**src/rtl/f2_exec_defs.svh**
```systemverilog
// Purpose: Constants for the format 2 address and load execution block.
// Assumes: 40 MHz clock, ten internal phases T00..T09 per cycle.
// Notes:   Phase length in clocks comes from F2_PHASE_NS and F2_CLK_MHZ, rounded up.
`ifndef F2_EXEC_DEFS_SVH
`define F2_EXEC_DEFS_SVH

`define F2_CLK_MHZ        40
`define F2_PHASE_NS       100
`define F2_PHASE_CYC      ((`F2_PHASE_NS * `F2_CLK_MHZ + 999) / 1000)
`define F2_DIV_W          4

`define F2_T00            4'h0
`define F2_T01            4'h1
`define F2_T05            4'h5
`define F2_T06            4'h6
`define F2_T09            4'h9

`define F2_MODE_DIRECT    3'h0
`define F2_MODE_IDX1      3'h1
`define F2_MODE_IDX2      3'h2
`define F2_MODE_REL_FWD   3'h3
`define F2_MODE_IND       3'h4
`define F2_MODE_IND_IDX1  3'h5
`define F2_MODE_IND_IDX2  3'h6
`define F2_MODE_REL_BACK  3'h7

`define F2_GRP_ENTER_ACC  5'h03
`define F2_GRP_ENTER_IDX1 5'h04
`define F2_GRP_ENTER_IDX2 5'h05
`define F2_GRP_TEST_IDX1  5'h06
`define F2_GRP_TEST_IDX2  5'h07
`define F2_GRP_LOAD       5'h08
`define F2_GRP_LOAD_COMP  5'h09
`define F2_GRP_LOAD_LEFT  5'h0A

`define F2_LOW_INV_MASK   16'h001F
`define F2_BYTE_SHIFT     8
`define F2_RESET_WORD     16'h0000

`endif

```
**src/rtl/f2_exec_pkg.sv**
```systemverilog
// Purpose: Types shared by the format 2 execution block and its bench.
// Assumes: Constants live in f2_exec_defs.svh.
// Notes:   Types only.
package f2_exec_pkg;

	typedef enum logic [1:0] {
		CYC_FETCH,
		CYC_INDIRECT,
		CYC_OPERAND
	} cycle_t;

	typedef struct packed {
		logic [15:0] acc;
		logic [15:0] idx1;
		logic [15:0] idx2;
	} arch_regs_t;

	typedef struct packed {
		logic right_shift_eight;
		logic byte_load_select;
		logic byte_load_clock_enable;
	} byte_ctl_t;

endpackage

```
**src/rtl/format2_address_and_load_exec.sv**
```systemverilog
// Purpose: Execution address forming and load group for format 2 words.
// Assumes: Memory returns the word at addr_o by phase T06 of each cycle.
// Notes:   The data register holds the one's complement of memory data.
// How it works
// - Direct mode uses the displacement, recovered from inverted data low byte.
// - Modes X1/X9 add displacement to first index register.
// - Modes X2/XA add displacement to second index register.
// - Modes X3/XB add displacement to the address register.
// - Indirect modes drop fetch status, load displacement to address, read.
// - Plain indirect sets cycle-two flag at T01, uses memory word.
// - Modes X5/XD add memory word to first index register.
// - Modes X6/XE add memory word to second index register.
// - Modes X7/XF subtract displacement from address using complement plus one.
// - Codes 18XX-1FXX put the execution address into the accumulator.
// - Codes 20XX-27XX put the execution address into index one.
// - Codes 28XX-2FXX put the execution address into index two.
// - Codes 30XX-37XX compare operand to index one, set flag or increment.
// - Codes 38XX-3FXX do the same with index two, then fetch.
// - Codes 40XX-47XX load operand into accumulator at next fetch T00.
// - Codes 48XX-4FXX load two's complement of the operand.
// - Codes 50XX-57XX load operand left byte, right byte zero, at T00.
// - Byte shift controls stay active T01 through T09 of that fetch.
// - Shift network shifts accumulator right eight, end-off, zero fill.
// - At T05 the shifted value loads, low five bits re-inverted.
// - Direct and relative modes finish in fetch except codes 30XX-57XX, which add an operand cycle; indirect adds a cycle.
// - Indirect jump with absent condition skips the indirect cycle.
`timescale 1ns/1ps
`include "f2_exec_defs.svh"
module format2_address_and_load_exec
(
	input  wire logic                    clk_i,
	input  wire logic                    rst_n_i,
	input  wire logic [15:0]             mem_data_i,
	input  wire logic [15:0]             pointer_i,
	input  wire logic                    jump_i,
	input  wire logic                    jump_cond_i,
	output logic      [15:0]             addr_o,
	output logic                         mem_read_o,
	output f2_exec_pkg::cycle_t          cycle_o,
	output logic      [3:0]              phase_o,
	output f2_exec_pkg::arch_regs_t      regs_o,
	output logic                         condition_flag_o,
	output logic                         indirect_cycle_two_o,
	output logic                         next_fetch_status_o,
	output f2_exec_pkg::byte_ctl_t       byte_ctl_o
);
	import f2_exec_pkg::*;

	// Reset release through two flops; assertion stays asynchronous.
	logic        rst_meta_r;
	logic        rst_n;

	always_ff @(posedge clk_i or negedge rst_n_i)
	begin
		if (!rst_n_i)
		begin
			rst_meta_r <= 1'b0;
			rst_n      <= 1'b0;
		end
		else
		begin
			rst_meta_r <= 1'b1;
			rst_n      <= rst_meta_r;
		end
	end

	// Phase timing: a divider gives one enable pulse per phase step.
	localparam logic [`F2_DIV_W-1:0] DIV_LAST =
		`F2_DIV_W'(`F2_PHASE_CYC - 1);

	logic [`F2_DIV_W-1:0] div_r;
	logic [3:0]           phase_r;
	logic [3:0]           phase_nxt;
	logic                 tick;
	logic                 at_t00;
	logic                 at_t01;
	logic                 at_t05;
	logic                 at_t06;

	assign tick      = (div_r == DIV_LAST);
	assign phase_nxt = (phase_r == `F2_T09) ? `F2_T00 : phase_r + 4'h1;
	assign at_t00    = tick && (phase_nxt == `F2_T00);
	assign at_t01    = tick && (phase_nxt == `F2_T01);
	assign at_t05    = tick && (phase_nxt == `F2_T05);
	assign at_t06    = tick && (phase_nxt == `F2_T06);

	always_ff @(posedge clk_i or negedge rst_n)
	begin
		if (!rst_n)
		begin
			div_r   <= '0;
			phase_r <= `F2_T00;
		end
		else
		begin
			div_r <= tick ? '0 : div_r + `F2_DIV_W'(1);
			if (tick)
				phase_r <= phase_nxt;
		end
	end

	// Architectural and working registers.
	cycle_t      cyc_r;
	logic [15:0] s_r;
	logic [15:0] x_r;
	logic [7:0]  f_r;
	logic [15:0] acc_r;
	logic [15:0] idx1_r;
	logic [15:0] idx2_r;
	logic        cond_r;
	logic        indirect_cycle_two_ff_r;
	logic        lby_r;
	logic        mem_read_r;

	// Instruction decode.
	logic [2:0]  mode;
	logic [4:0]  grp;
	logic        is_fetch;
	logic        is_ind;
	logic        is_oper;
	logic        ind_mode;
	logic        enter_acc;
	logic        enter_idx1;
	logic        enter_idx2;
	logic        test_idx1;
	logic        test_idx2;
	logic        load_true;
	logic        load_comp;
	logic        load_left;
	logic        needs_oper;
	logic        skip_ind;

	assign mode       = f_r[2:0];
	assign grp        = f_r[7:3];
	assign is_fetch   = (cyc_r == CYC_FETCH);
	assign is_ind     = (cyc_r == CYC_INDIRECT);
	assign is_oper    = (cyc_r == CYC_OPERAND);
	assign ind_mode   = (mode == `F2_MODE_IND) ||
	                    (mode == `F2_MODE_IND_IDX1) ||
	                    (mode == `F2_MODE_IND_IDX2);
	assign enter_acc  = (grp == `F2_GRP_ENTER_ACC);
	assign enter_idx1 = (grp == `F2_GRP_ENTER_IDX1);
	assign enter_idx2 = (grp == `F2_GRP_ENTER_IDX2);
	assign test_idx1  = (grp == `F2_GRP_TEST_IDX1);
	assign test_idx2  = (grp == `F2_GRP_TEST_IDX2);
	assign load_true  = (grp == `F2_GRP_LOAD);
	assign load_comp  = (grp == `F2_GRP_LOAD_COMP);
	assign load_left  = (grp == `F2_GRP_LOAD_LEFT);
	assign needs_oper = test_idx1 || test_idx2 || load_true ||
	                    load_comp || load_left;
	assign skip_ind   = jump_i && !jump_cond_i;

	// Address formation is valid once the fetched word sits in X.
	logic fetch_word;
	logic addr_phase;
	logic rel_back;

	assign fetch_word = is_fetch && (phase_r >= `F2_T06);
	assign addr_phase = fetch_word || is_ind;
	assign rel_back   = fetch_word && (mode == `F2_MODE_REL_BACK);

	// The indirect word enters the adder only once cycle two is set.
	logic ind_word;

	assign ind_word = is_ind && indirect_cycle_two_ff_r;

	// Adder input one selection.
	logic index_one_adder_gate;
	logic index_two_adder_gate;
	logic address_reg_adder_gate;
	logic enable_index_one_to_adder;
	logic enable_index_two_to_adder;

	assign enable_index_one_to_adder =
		(fetch_word && (mode == `F2_MODE_IDX1)) ||
		(ind_word && (mode == `F2_MODE_IND_IDX1)) ||
		(is_oper && test_idx1);
	assign enable_index_two_to_adder =
		(fetch_word && (mode == `F2_MODE_IDX2)) ||
		(ind_word && (mode == `F2_MODE_IND_IDX2)) ||
		(is_oper && test_idx2);
	assign index_one_adder_gate   = enable_index_one_to_adder;
	assign index_two_adder_gate   = enable_index_two_to_adder;
	assign address_reg_adder_gate = fetch_word &&
		((mode == `F2_MODE_REL_FWD) || rel_back);

	logic [15:0] adder_a;

	assign adder_a = index_one_adder_gate   ? idx1_r :
	                 index_two_adder_gate   ? idx2_r :
	                 address_reg_adder_gate ? s_r    : 16'h0000;

	// Adder input two: true and complement gates of the data register.
	logic enable_data_to_operand_gate;
	logic enable_negated_data_gate;
	logic low_byte_complement_gate;
	logic high_byte_complement_gate;
	logic true_data_gate;

	assign enable_data_to_operand_gate = (addr_phase && !ind_word) &&
	                                     !rel_back;
	assign enable_negated_data_gate    = rel_back ||
	                                     (is_oper && load_comp);
	assign true_data_gate            = enable_negated_data_gate;
	assign low_byte_complement_gate  = enable_data_to_operand_gate ||
	                                   ind_word ||
	                                   (is_oper && load_true);
	assign high_byte_complement_gate = ind_word ||
	                                   (is_oper && (load_true || load_left));

	logic [15:0] adder_b;
	logic [15:0] neg_data;

	// Backward mode sees the inverted displacement with a ones upper byte.
	assign neg_data = rel_back ? {8'hFF, x_r[7:0]} : x_r;
	assign adder_b  = (true_data_gate ? neg_data : 16'h0000) |
	                  (low_byte_complement_gate ?
	                   {8'h00, ~x_r[7:0]} : 16'h0000) |
	                  (high_byte_complement_gate ?
	                   {~x_r[15:8], 8'h00} : 16'h0000);

	logic forced_carry_in;

	assign forced_carry_in = enable_negated_data_gate ||
	                         (is_oper && (test_idx1 || test_idx2));

	logic [15:0] sum;

	adder16 u_adder
	(
		.a_i   (adder_a),
		.b_i   (adder_b),
		.cin_i (forced_carry_in),
		.sum_o (sum)
	);

	logic [15:0] result_bus;
	logic        sum_output_gate;

	assign sum_output_gate = 1'b1;
	assign result_bus      = sum_output_gate ? sum : 16'h0000;

	// Operand compare for the test index group.
	logic [15:0] operand;
	logic        idx_match;

	assign operand   = ~x_r;
	assign idx_match = test_idx1 ? (operand == idx1_r) :
	                               (operand == idx2_r);

	// Fetch status drops as soon as an indirect word is decoded.
	logic next_fetch_status;
	logic pointer_to_address_gate;
	logic go_ind;

	assign go_ind            = ind_mode && !skip_ind;
	assign next_fetch_status = !(fetch_word && go_ind);
	assign pointer_to_address_gate = next_fetch_status;

	// Cycle sequencing: decisions take effect at T00 of the next cycle.
	cycle_t      cyc_nxt;
	logic        address_reg_clock;
	logic [15:0] s_nxt;
	logic        finish;

	always_comb
	begin
		cyc_nxt           = CYC_FETCH;
		address_reg_clock = 1'b1;
		finish            = 1'b0;
		case (cyc_r)
			CYC_FETCH:
			begin
				if (go_ind)
					cyc_nxt = CYC_INDIRECT;
				else if (ind_mode)
					address_reg_clock = 1'b0;
				else if (needs_oper)
					cyc_nxt = CYC_OPERAND;
				else
				begin
					address_reg_clock = 1'b0;
					finish            = 1'b1;
				end
			end
			CYC_INDIRECT:
			begin
				if (needs_oper)
					cyc_nxt = CYC_OPERAND;
				else
				begin
					address_reg_clock = 1'b0;
					finish            = 1'b1;
				end
			end
			CYC_OPERAND:
			begin
				address_reg_clock = 1'b0;
				finish            = 1'b1;
			end
			default:
			begin
				address_reg_clock = 1'b0;
			end
		endcase
	end

	// Pointer gating is low only for an indirect fetch; address_reg_clock also routes the adder to the address reg.
	assign s_nxt = (address_reg_clock || !pointer_to_address_gate) ?
	               result_bus : pointer_i;

	// Destination clocks, taken at T00 closing the last cycle, except the byte load at T05.
	logic accumulator_clock;
	logic index_one_clock;
	logic index_two_clock;
	logic index_one_load_enable;
	logic index_two_load_enable;
	logic cond_update;

	assign index_one_load_enable = finish &&
		(enter_idx1 || (test_idx1 && !idx_match));
	assign index_two_load_enable = finish &&
		(enter_idx2 || (test_idx2 && !idx_match));
	assign cond_update     = finish && (test_idx1 || test_idx2);
	assign index_one_clock = at_t00 && index_one_load_enable;
	assign index_two_clock = at_t00 && index_two_load_enable;

	// Byte load: shift right eight end-off, low five bits through inverter.
	logic        right_shift_eight;
	logic        byte_load_select;
	logic        byte_load_clock_enable;
	logic        low_bits_inverter;
	logic [15:0] shift_net;
	logic [15:0] byte_bus;

	assign right_shift_eight      = lby_r && (phase_r != `F2_T00);
	assign byte_load_select       = right_shift_eight;
	assign byte_load_clock_enable = right_shift_eight;
	assign low_bits_inverter      = byte_load_select;
	// The network hands out its five low bits inverted; the stage fixes it.
	assign shift_net = (acc_r >> `F2_BYTE_SHIFT) ^ `F2_LOW_INV_MASK;
	assign byte_bus  = low_bits_inverter ?
	                   (shift_net ^ `F2_LOW_INV_MASK) : shift_net;

	logic        acc_load_word;
	logic        acc_load_byte;

	assign acc_load_word = at_t00 && finish &&
		(enter_acc || load_true || load_comp || load_left);
	assign acc_load_byte = at_t05 && byte_load_clock_enable;
	assign accumulator_clock = acc_load_word || acc_load_byte;

	always_ff @(posedge clk_i or negedge rst_n)
	begin
		if (!rst_n)
		begin
			cyc_r  <= CYC_FETCH;
			s_r    <= `F2_RESET_WORD;
			x_r    <= `F2_RESET_WORD;
			f_r    <= 8'h00;
			indirect_cycle_two_ff_r <= 1'b0;
		end
		else
		begin
			if (at_t06)
				x_r <= ~mem_data_i;
			if (at_t06 && is_fetch)
				f_r <= mem_data_i[15:8];
			if (at_t01 && is_ind && (mode == `F2_MODE_IND ||
			    ind_mode))
				indirect_cycle_two_ff_r <= 1'b1;
			else if (at_t00)
				indirect_cycle_two_ff_r <= 1'b0;
			if (at_t00)
			begin
				cyc_r <= cyc_nxt;
				s_r   <= s_nxt;
			end
		end
	end

	always_ff @(posedge clk_i or negedge rst_n)
	begin
		if (!rst_n)
		begin
			acc_r  <= `F2_RESET_WORD;
			idx1_r <= `F2_RESET_WORD;
			idx2_r <= `F2_RESET_WORD;
			cond_r <= 1'b0;
			lby_r  <= 1'b0;
		end
		else
		begin
			if (acc_load_byte)
				acc_r <= byte_bus;
			else if (accumulator_clock)
				acc_r <= result_bus;
			if (index_one_clock)
				idx1_r <= result_bus;
			if (index_two_clock)
				idx2_r <= result_bus;
			if (at_t00 && cond_update)
				cond_r <= idx_match;
			if (at_t00)
				lby_r <= finish && load_left;
		end
	end

	always_ff @(posedge clk_i or negedge rst_n)
	begin
		if (!rst_n)
			mem_read_r <= 1'b0;
		else
			mem_read_r <= at_t01;
	end

	assign addr_o               = s_r;
	assign mem_read_o           = mem_read_r;
	assign cycle_o              = cyc_r;
	assign phase_o              = phase_r;
	assign regs_o.acc           = acc_r;
	assign regs_o.idx1          = idx1_r;
	assign regs_o.idx2          = idx2_r;
	assign condition_flag_o     = cond_r;
	assign indirect_cycle_two_o = indirect_cycle_two_ff_r;
	assign next_fetch_status_o  = next_fetch_status;
	assign byte_ctl_o.right_shift_eight      = right_shift_eight;
	assign byte_ctl_o.byte_load_select       = byte_load_select;
	assign byte_ctl_o.byte_load_clock_enable = byte_load_clock_enable;

endmodule // format2_address_and_load_exec

```
**src/rtl/adder16.sv**
```systemverilog
// Purpose: Sixteen-bit adder with carry-in used for address and operand.
// Assumes: Both inputs are already gated by the caller.
// Notes:   Carry out is dropped, so sums wrap at sixteen bits.
`timescale 1ns/1ps
module adder16
(
	input  wire logic [15:0] a_i,
	input  wire logic [15:0] b_i,
	input  wire logic        cin_i,
	output logic      [15:0] sum_o
);

	logic [16:0] full;

	assign full  = {1'b0, a_i} + {1'b0, b_i} + {16'h0000, cin_i};
	assign sum_o = full[15:0];

endmodule // adder16

```
**config.mk**
```make
export PLATFORM = sky130hd
export DESIGN_NAME = format2_address_and_load_exec
export DESIGN_NICKNAME = d
export VERILOG_FILES = /design/src/rtl/f2_exec_pkg.sv /design/src/rtl/format2_address_and_load_exec.sv /design/src/rtl/adder16.sv
export VERILOG_INCLUDE_DIRS = /design/src /design/src/rtl
export SDC_FILE = /design/constraint.sdc
export NUM_CORES = 1
export LEC_CHECK = 0
export BUFFER_PORTS_ARGS = -buffer_cell sky130_fd_sc_hd__buf_2
export CELL_PAD_IN_SITES_DETAIL_PLACEMENT = 2
export CELL_PAD_IN_SITES_GLOBAL_PLACEMENT = 2
export CORE_ASPECT_RATIO = 2
export CORE_UTILIZATION = 32
export DETAILED_ROUTE_END_ITERATION = 10
export GPL_ROUTABILITY_DRIVEN = 1
export PLACE_DENSITY = 0.78
export RECOVER_POWER = 100
export SYNTH_ARGS = -nofsm -noshare
export SYNTH_HDL_FRONTEND = slang
export SYNTH_HIERARCHICAL = 1
export SYNTH_SLANG_ARGS = --single-unit
```
**constraint.sdc**
```tcl
create_clock -name clk_i -period 2.94 [get_ports clk_i]
set_clock_uncertainty 0.15 [all_clocks]
set_input_delay 0.294 -clock clk_i [delete_from_list [all_inputs] [get_ports clk_i]]
set_output_delay 0.294 -clock clk_i [all_outputs]
set_load 0.05 [all_outputs]
```
==> metrics <==
largest family of logic cells by synthesized area=simple AND/OR/NAND/NOR gates; IO Port Bufs=112; worst-path maximum fanout=5; DIE AREA=20800 sq um; Ys Warns=6; Placement Cell Area=~8300 sq um; CTS tree=built; max cap viols=0; fill count=2029; hold path endpoint=x_r[6]; clock slew seen by the registers of the worst setup and hold paths=~0.080 ns; Post-DRT Antenna Nets=0; crit end category=flip-flop; gr usage total=0.357; post-DP HPWL=21.7 mm; global-route wire length before repair=about 53 mm; Yosys reg bits=104; Syn-to-layout area delta=54.2%; crit path kind=flip-flop to flip-flop; register area share after synthesis=0.403; Gate power share=0.121; cts bufs inserted=9; Post-synth EDFFs=0; total iterations of the first detailed-routing run=5; RSZ-0062 raised after global routing=true; Synth Area in Compound Gates=0.153; adder-cell area share of the yosys netlist=0.0450; DR iter-0 viols=between 400 and 500; XOR/XNOR Fraction of Synth Area=0.0299; maximum clock insertion buffer count=2; floorplan core area=around 20000 sq um; Cell Chain, Critical Path=ha_4 -> o21a_1 -> o21ai_2 -> o22ai_2 -> buf_4 -> nand3b_1 -> o21ai_2 -> buf_4 -> a222oi_1 -> inv_1 -> ha_4 -> nand4_1 -> a21oi_2 -> o21bai_1 -> a211o_1 -> xor2_4 -> mux2_4; Chip Width=102 um; FF+latch area=2620 sq um; worst slew pin tran=0.883 ns; DRC Markers=0; maximum vdd drop=0.469 mV; largest net degree at the start of global routing=54; violated checks=negative setup slack; multi-input logic area=around 4300 sq um; outcome=finished with violations; Synth async-reset ratio=1.00; CTS H-tree lvls=3; Initial Util=0.326; initial antenna violation count=0; Post-Syn Area per Cell=9.75 sq um; fin area=9950 sq um; Die Y=between 200 and 250 um; commonest non-fill, non-tap cell in the layout=buf_4; crit path max-delay cell type=dfrtp_2; Required @ worst endpoint=3.06 ns; IO Pins=113; pre-CTS setup slack=-1.30 ns; final setup margin=-1.52 ns; routed via count=7197; fin nets=993; top_reg_cell synth=dfrtp_1; Cell Area, Synth=6450 sq um; post-synthesis mux area share=0.132; Tmin final=around 4.5 ns; power share of the clock group=0.420; Leakage=~5.0 nW; FP Rows=73; fin util=0.502; PD cells=337 nW/um^2; DR WL/cell=32.3 um; Final Routed Wirelength=a little under 40 mm; Worst Hold Depth=2; GPL Wtd Cong=0.888; Worst Hold Launch=mem_data_i[6]; r2r setup slk=-1.52 ns; Net Sw Frac=0.285; share of layout cells above drive strength 1=0.499; endpoints failing hold=0; root buffer cell=clkbuf_16; simple-gate share of the synthesized area=0.173; Flop pwr share=0.459; Synth Instances=662; reg2reg start=phase_o[1]; fin cells=between 1000 and 1500; post-synthesis cell type count=65; Worst EP arrival=4.58 ns; Mapped Nets=720; R2R cell count=17; fin crit share=1.52; CP Launch Type=flip-flop; reg-to-reg critical path endpoint=idx2_r[13]; Inst Count DP=1131; max frequency=0.224 GHz; clk sinks=104; Psw=about 0.00096 W; internal power=0.00240 W; Final setup viols=66; Via density=5.99; Hold Crit Class=primary input to flip-flop; number of diodes=0; most frequent cells in the layout=buf_4, buf_2, dfrtp_1, nand2_1, nor2_1; Final TNS setup=-71.67 ns; fin. max-slew vios=0; clk_lat worst skew=0.40 ns; grt total ovfl=0; number of global-route vias before repair=8089; Critical Path Max Stage Delay=0.45 ns; max_slew headroom=0.405
per-stage QoR:
stage | total power [W] | hold slack [ns]
final | 0.00335 | 0.0339
after global routing | 0.00341 | 0.0416
after CTS | 0.00328 | 0.00419
after detailed placement | 0.00189 | -0.0650
after global placement | 0.00187 | -0.0701
after floorplan | 0.00174 | -0.152
worst max-delay path by stage:
| stage | start | to | slack, ns |
|---|---|---|---|
| 2_1_floorplan | phase_o[0] | idx2_r[14] | -0.97 |
| 3_3_place_gp | phase_o[1] | addr_o[14] | -0.94 |
| 3_5_place_dp | phase_o[0] | addr_o[15] | -1.30 |
| 4_1_cts | phase_o[0] | idx2_r[13] | -1.13 |
| 5_1_grt | phase_o[1] | addr_o[15] | -1.59 |
| 6_report | phase_o[1] | idx2_r[13] | -1.52 |
Yosys cell counts (all sizes together) (12+ instances only):
library cell / instances / area share
dfrtp: 104 / 0.40
nand2: 62 / 0.036
inv: 46 / 0.027
nor2: 45 / 0.027
o21ai: 44 / 0.034
mux2: 42 / 0.079
a21oi: 39 / 0.032
mux2i: 34 / 0.053
nand3: 21 / 0.017
clkbuf: 20 / 0.016
ha: 20 / 0.039
nor2b: 20 / 0.019
nand4b: 19 / 0.026
a222oi: 16 / 0.025
buf: 12 / 0.021
o22ai: 12 / 0.012
sequential cells by signal, indices dropped and copies added, names as in the netlist:
| name | cells |
|---|---|
| idx1_r | 16 |
| lby_r | 1 |
| rst_meta_r | 1 |
| mem_read_o | 1 |
| x_r | 16 |
| idx2_r | 16 |
| addr_o | 16 |
| div_r | 4 |
| cycle_o | 2 |
| condition_flag_o | 1 |
| rst_n | 1 |
| indirect_cycle_two_o | 1 |
| f_r | 8 |
| acc_r | 16 |
| phase_o | 4 |
area by class of cell:
class,instances,area share
clock buffer,12,0.0248
clock inverter,4,0.00767
inverter,46,0.0179
multi-input combinational,480,0.430
sequential,104,0.263
tap,262,0.0329
timing repair buffer,294,0.224
cell families after synthesis:
| group | Yosys count |
|---|---|
| AO/OA/AOI/OAI | 150 |
| XOR/XNOR | 22 |
| adder cells (fa/ha/maj) | 22 |
| buffers and inverters | 78 |
| flip-flops | 104 |
| multiplexers | 76 |
| other | 1 |
| AND/OR/NAND/NOR | 209 |
worst max-delay path: cells and delay by family (launching register included):
kind	cells	cell delay, ns
and+or+nand+nor	2	0.31
adders and majority gates	2	0.52
buffers and inverters	3	0.51
DFF	1	0.45
AOI/OAI and AO/OA	8	1.83
xor gates and xnor gates	1	0.20
muxes	1	0.34
metal layers:
layer | wire length, um | GRT usage
met5 | 0 | 0
met4 | 2920 | 0.277
met3 | 1730 | 0.0702
met2 | 19900 | 0.611
met1 | 14200 | 0.369
power by group through the flow:
| stage | Sequential, W | Combinational, W | Clock [W] |
|---|---|---|---|
| 3_3_place_gp | 0.00155 | 0.000319 | 0 |
| 6_report | 0.00154 | 0.000407 | 0.00141 |
| 3_5_place_dp | 0.00156 | 0.000335 | 0 |
| 2_1_floorplan | 0.00161 | 0.000126 | 0 |
| 5_1_grt | 0.00154 | 0.000422 | 0.00145 |
| 4_1_cts | 0.00153 | 0.000362 | 0.00139 |
repair_timing:
item	CTS	global route
setup endpoints to repair	63	88
hold buffers	13	0
buffers inserted	29	18
gates cloned	2	1
gates resized for setup	119	58
endpoints found under the hold margin	14	0
pin swaps	36	35
Note: power is estimated with default switching activity, not from simulation.
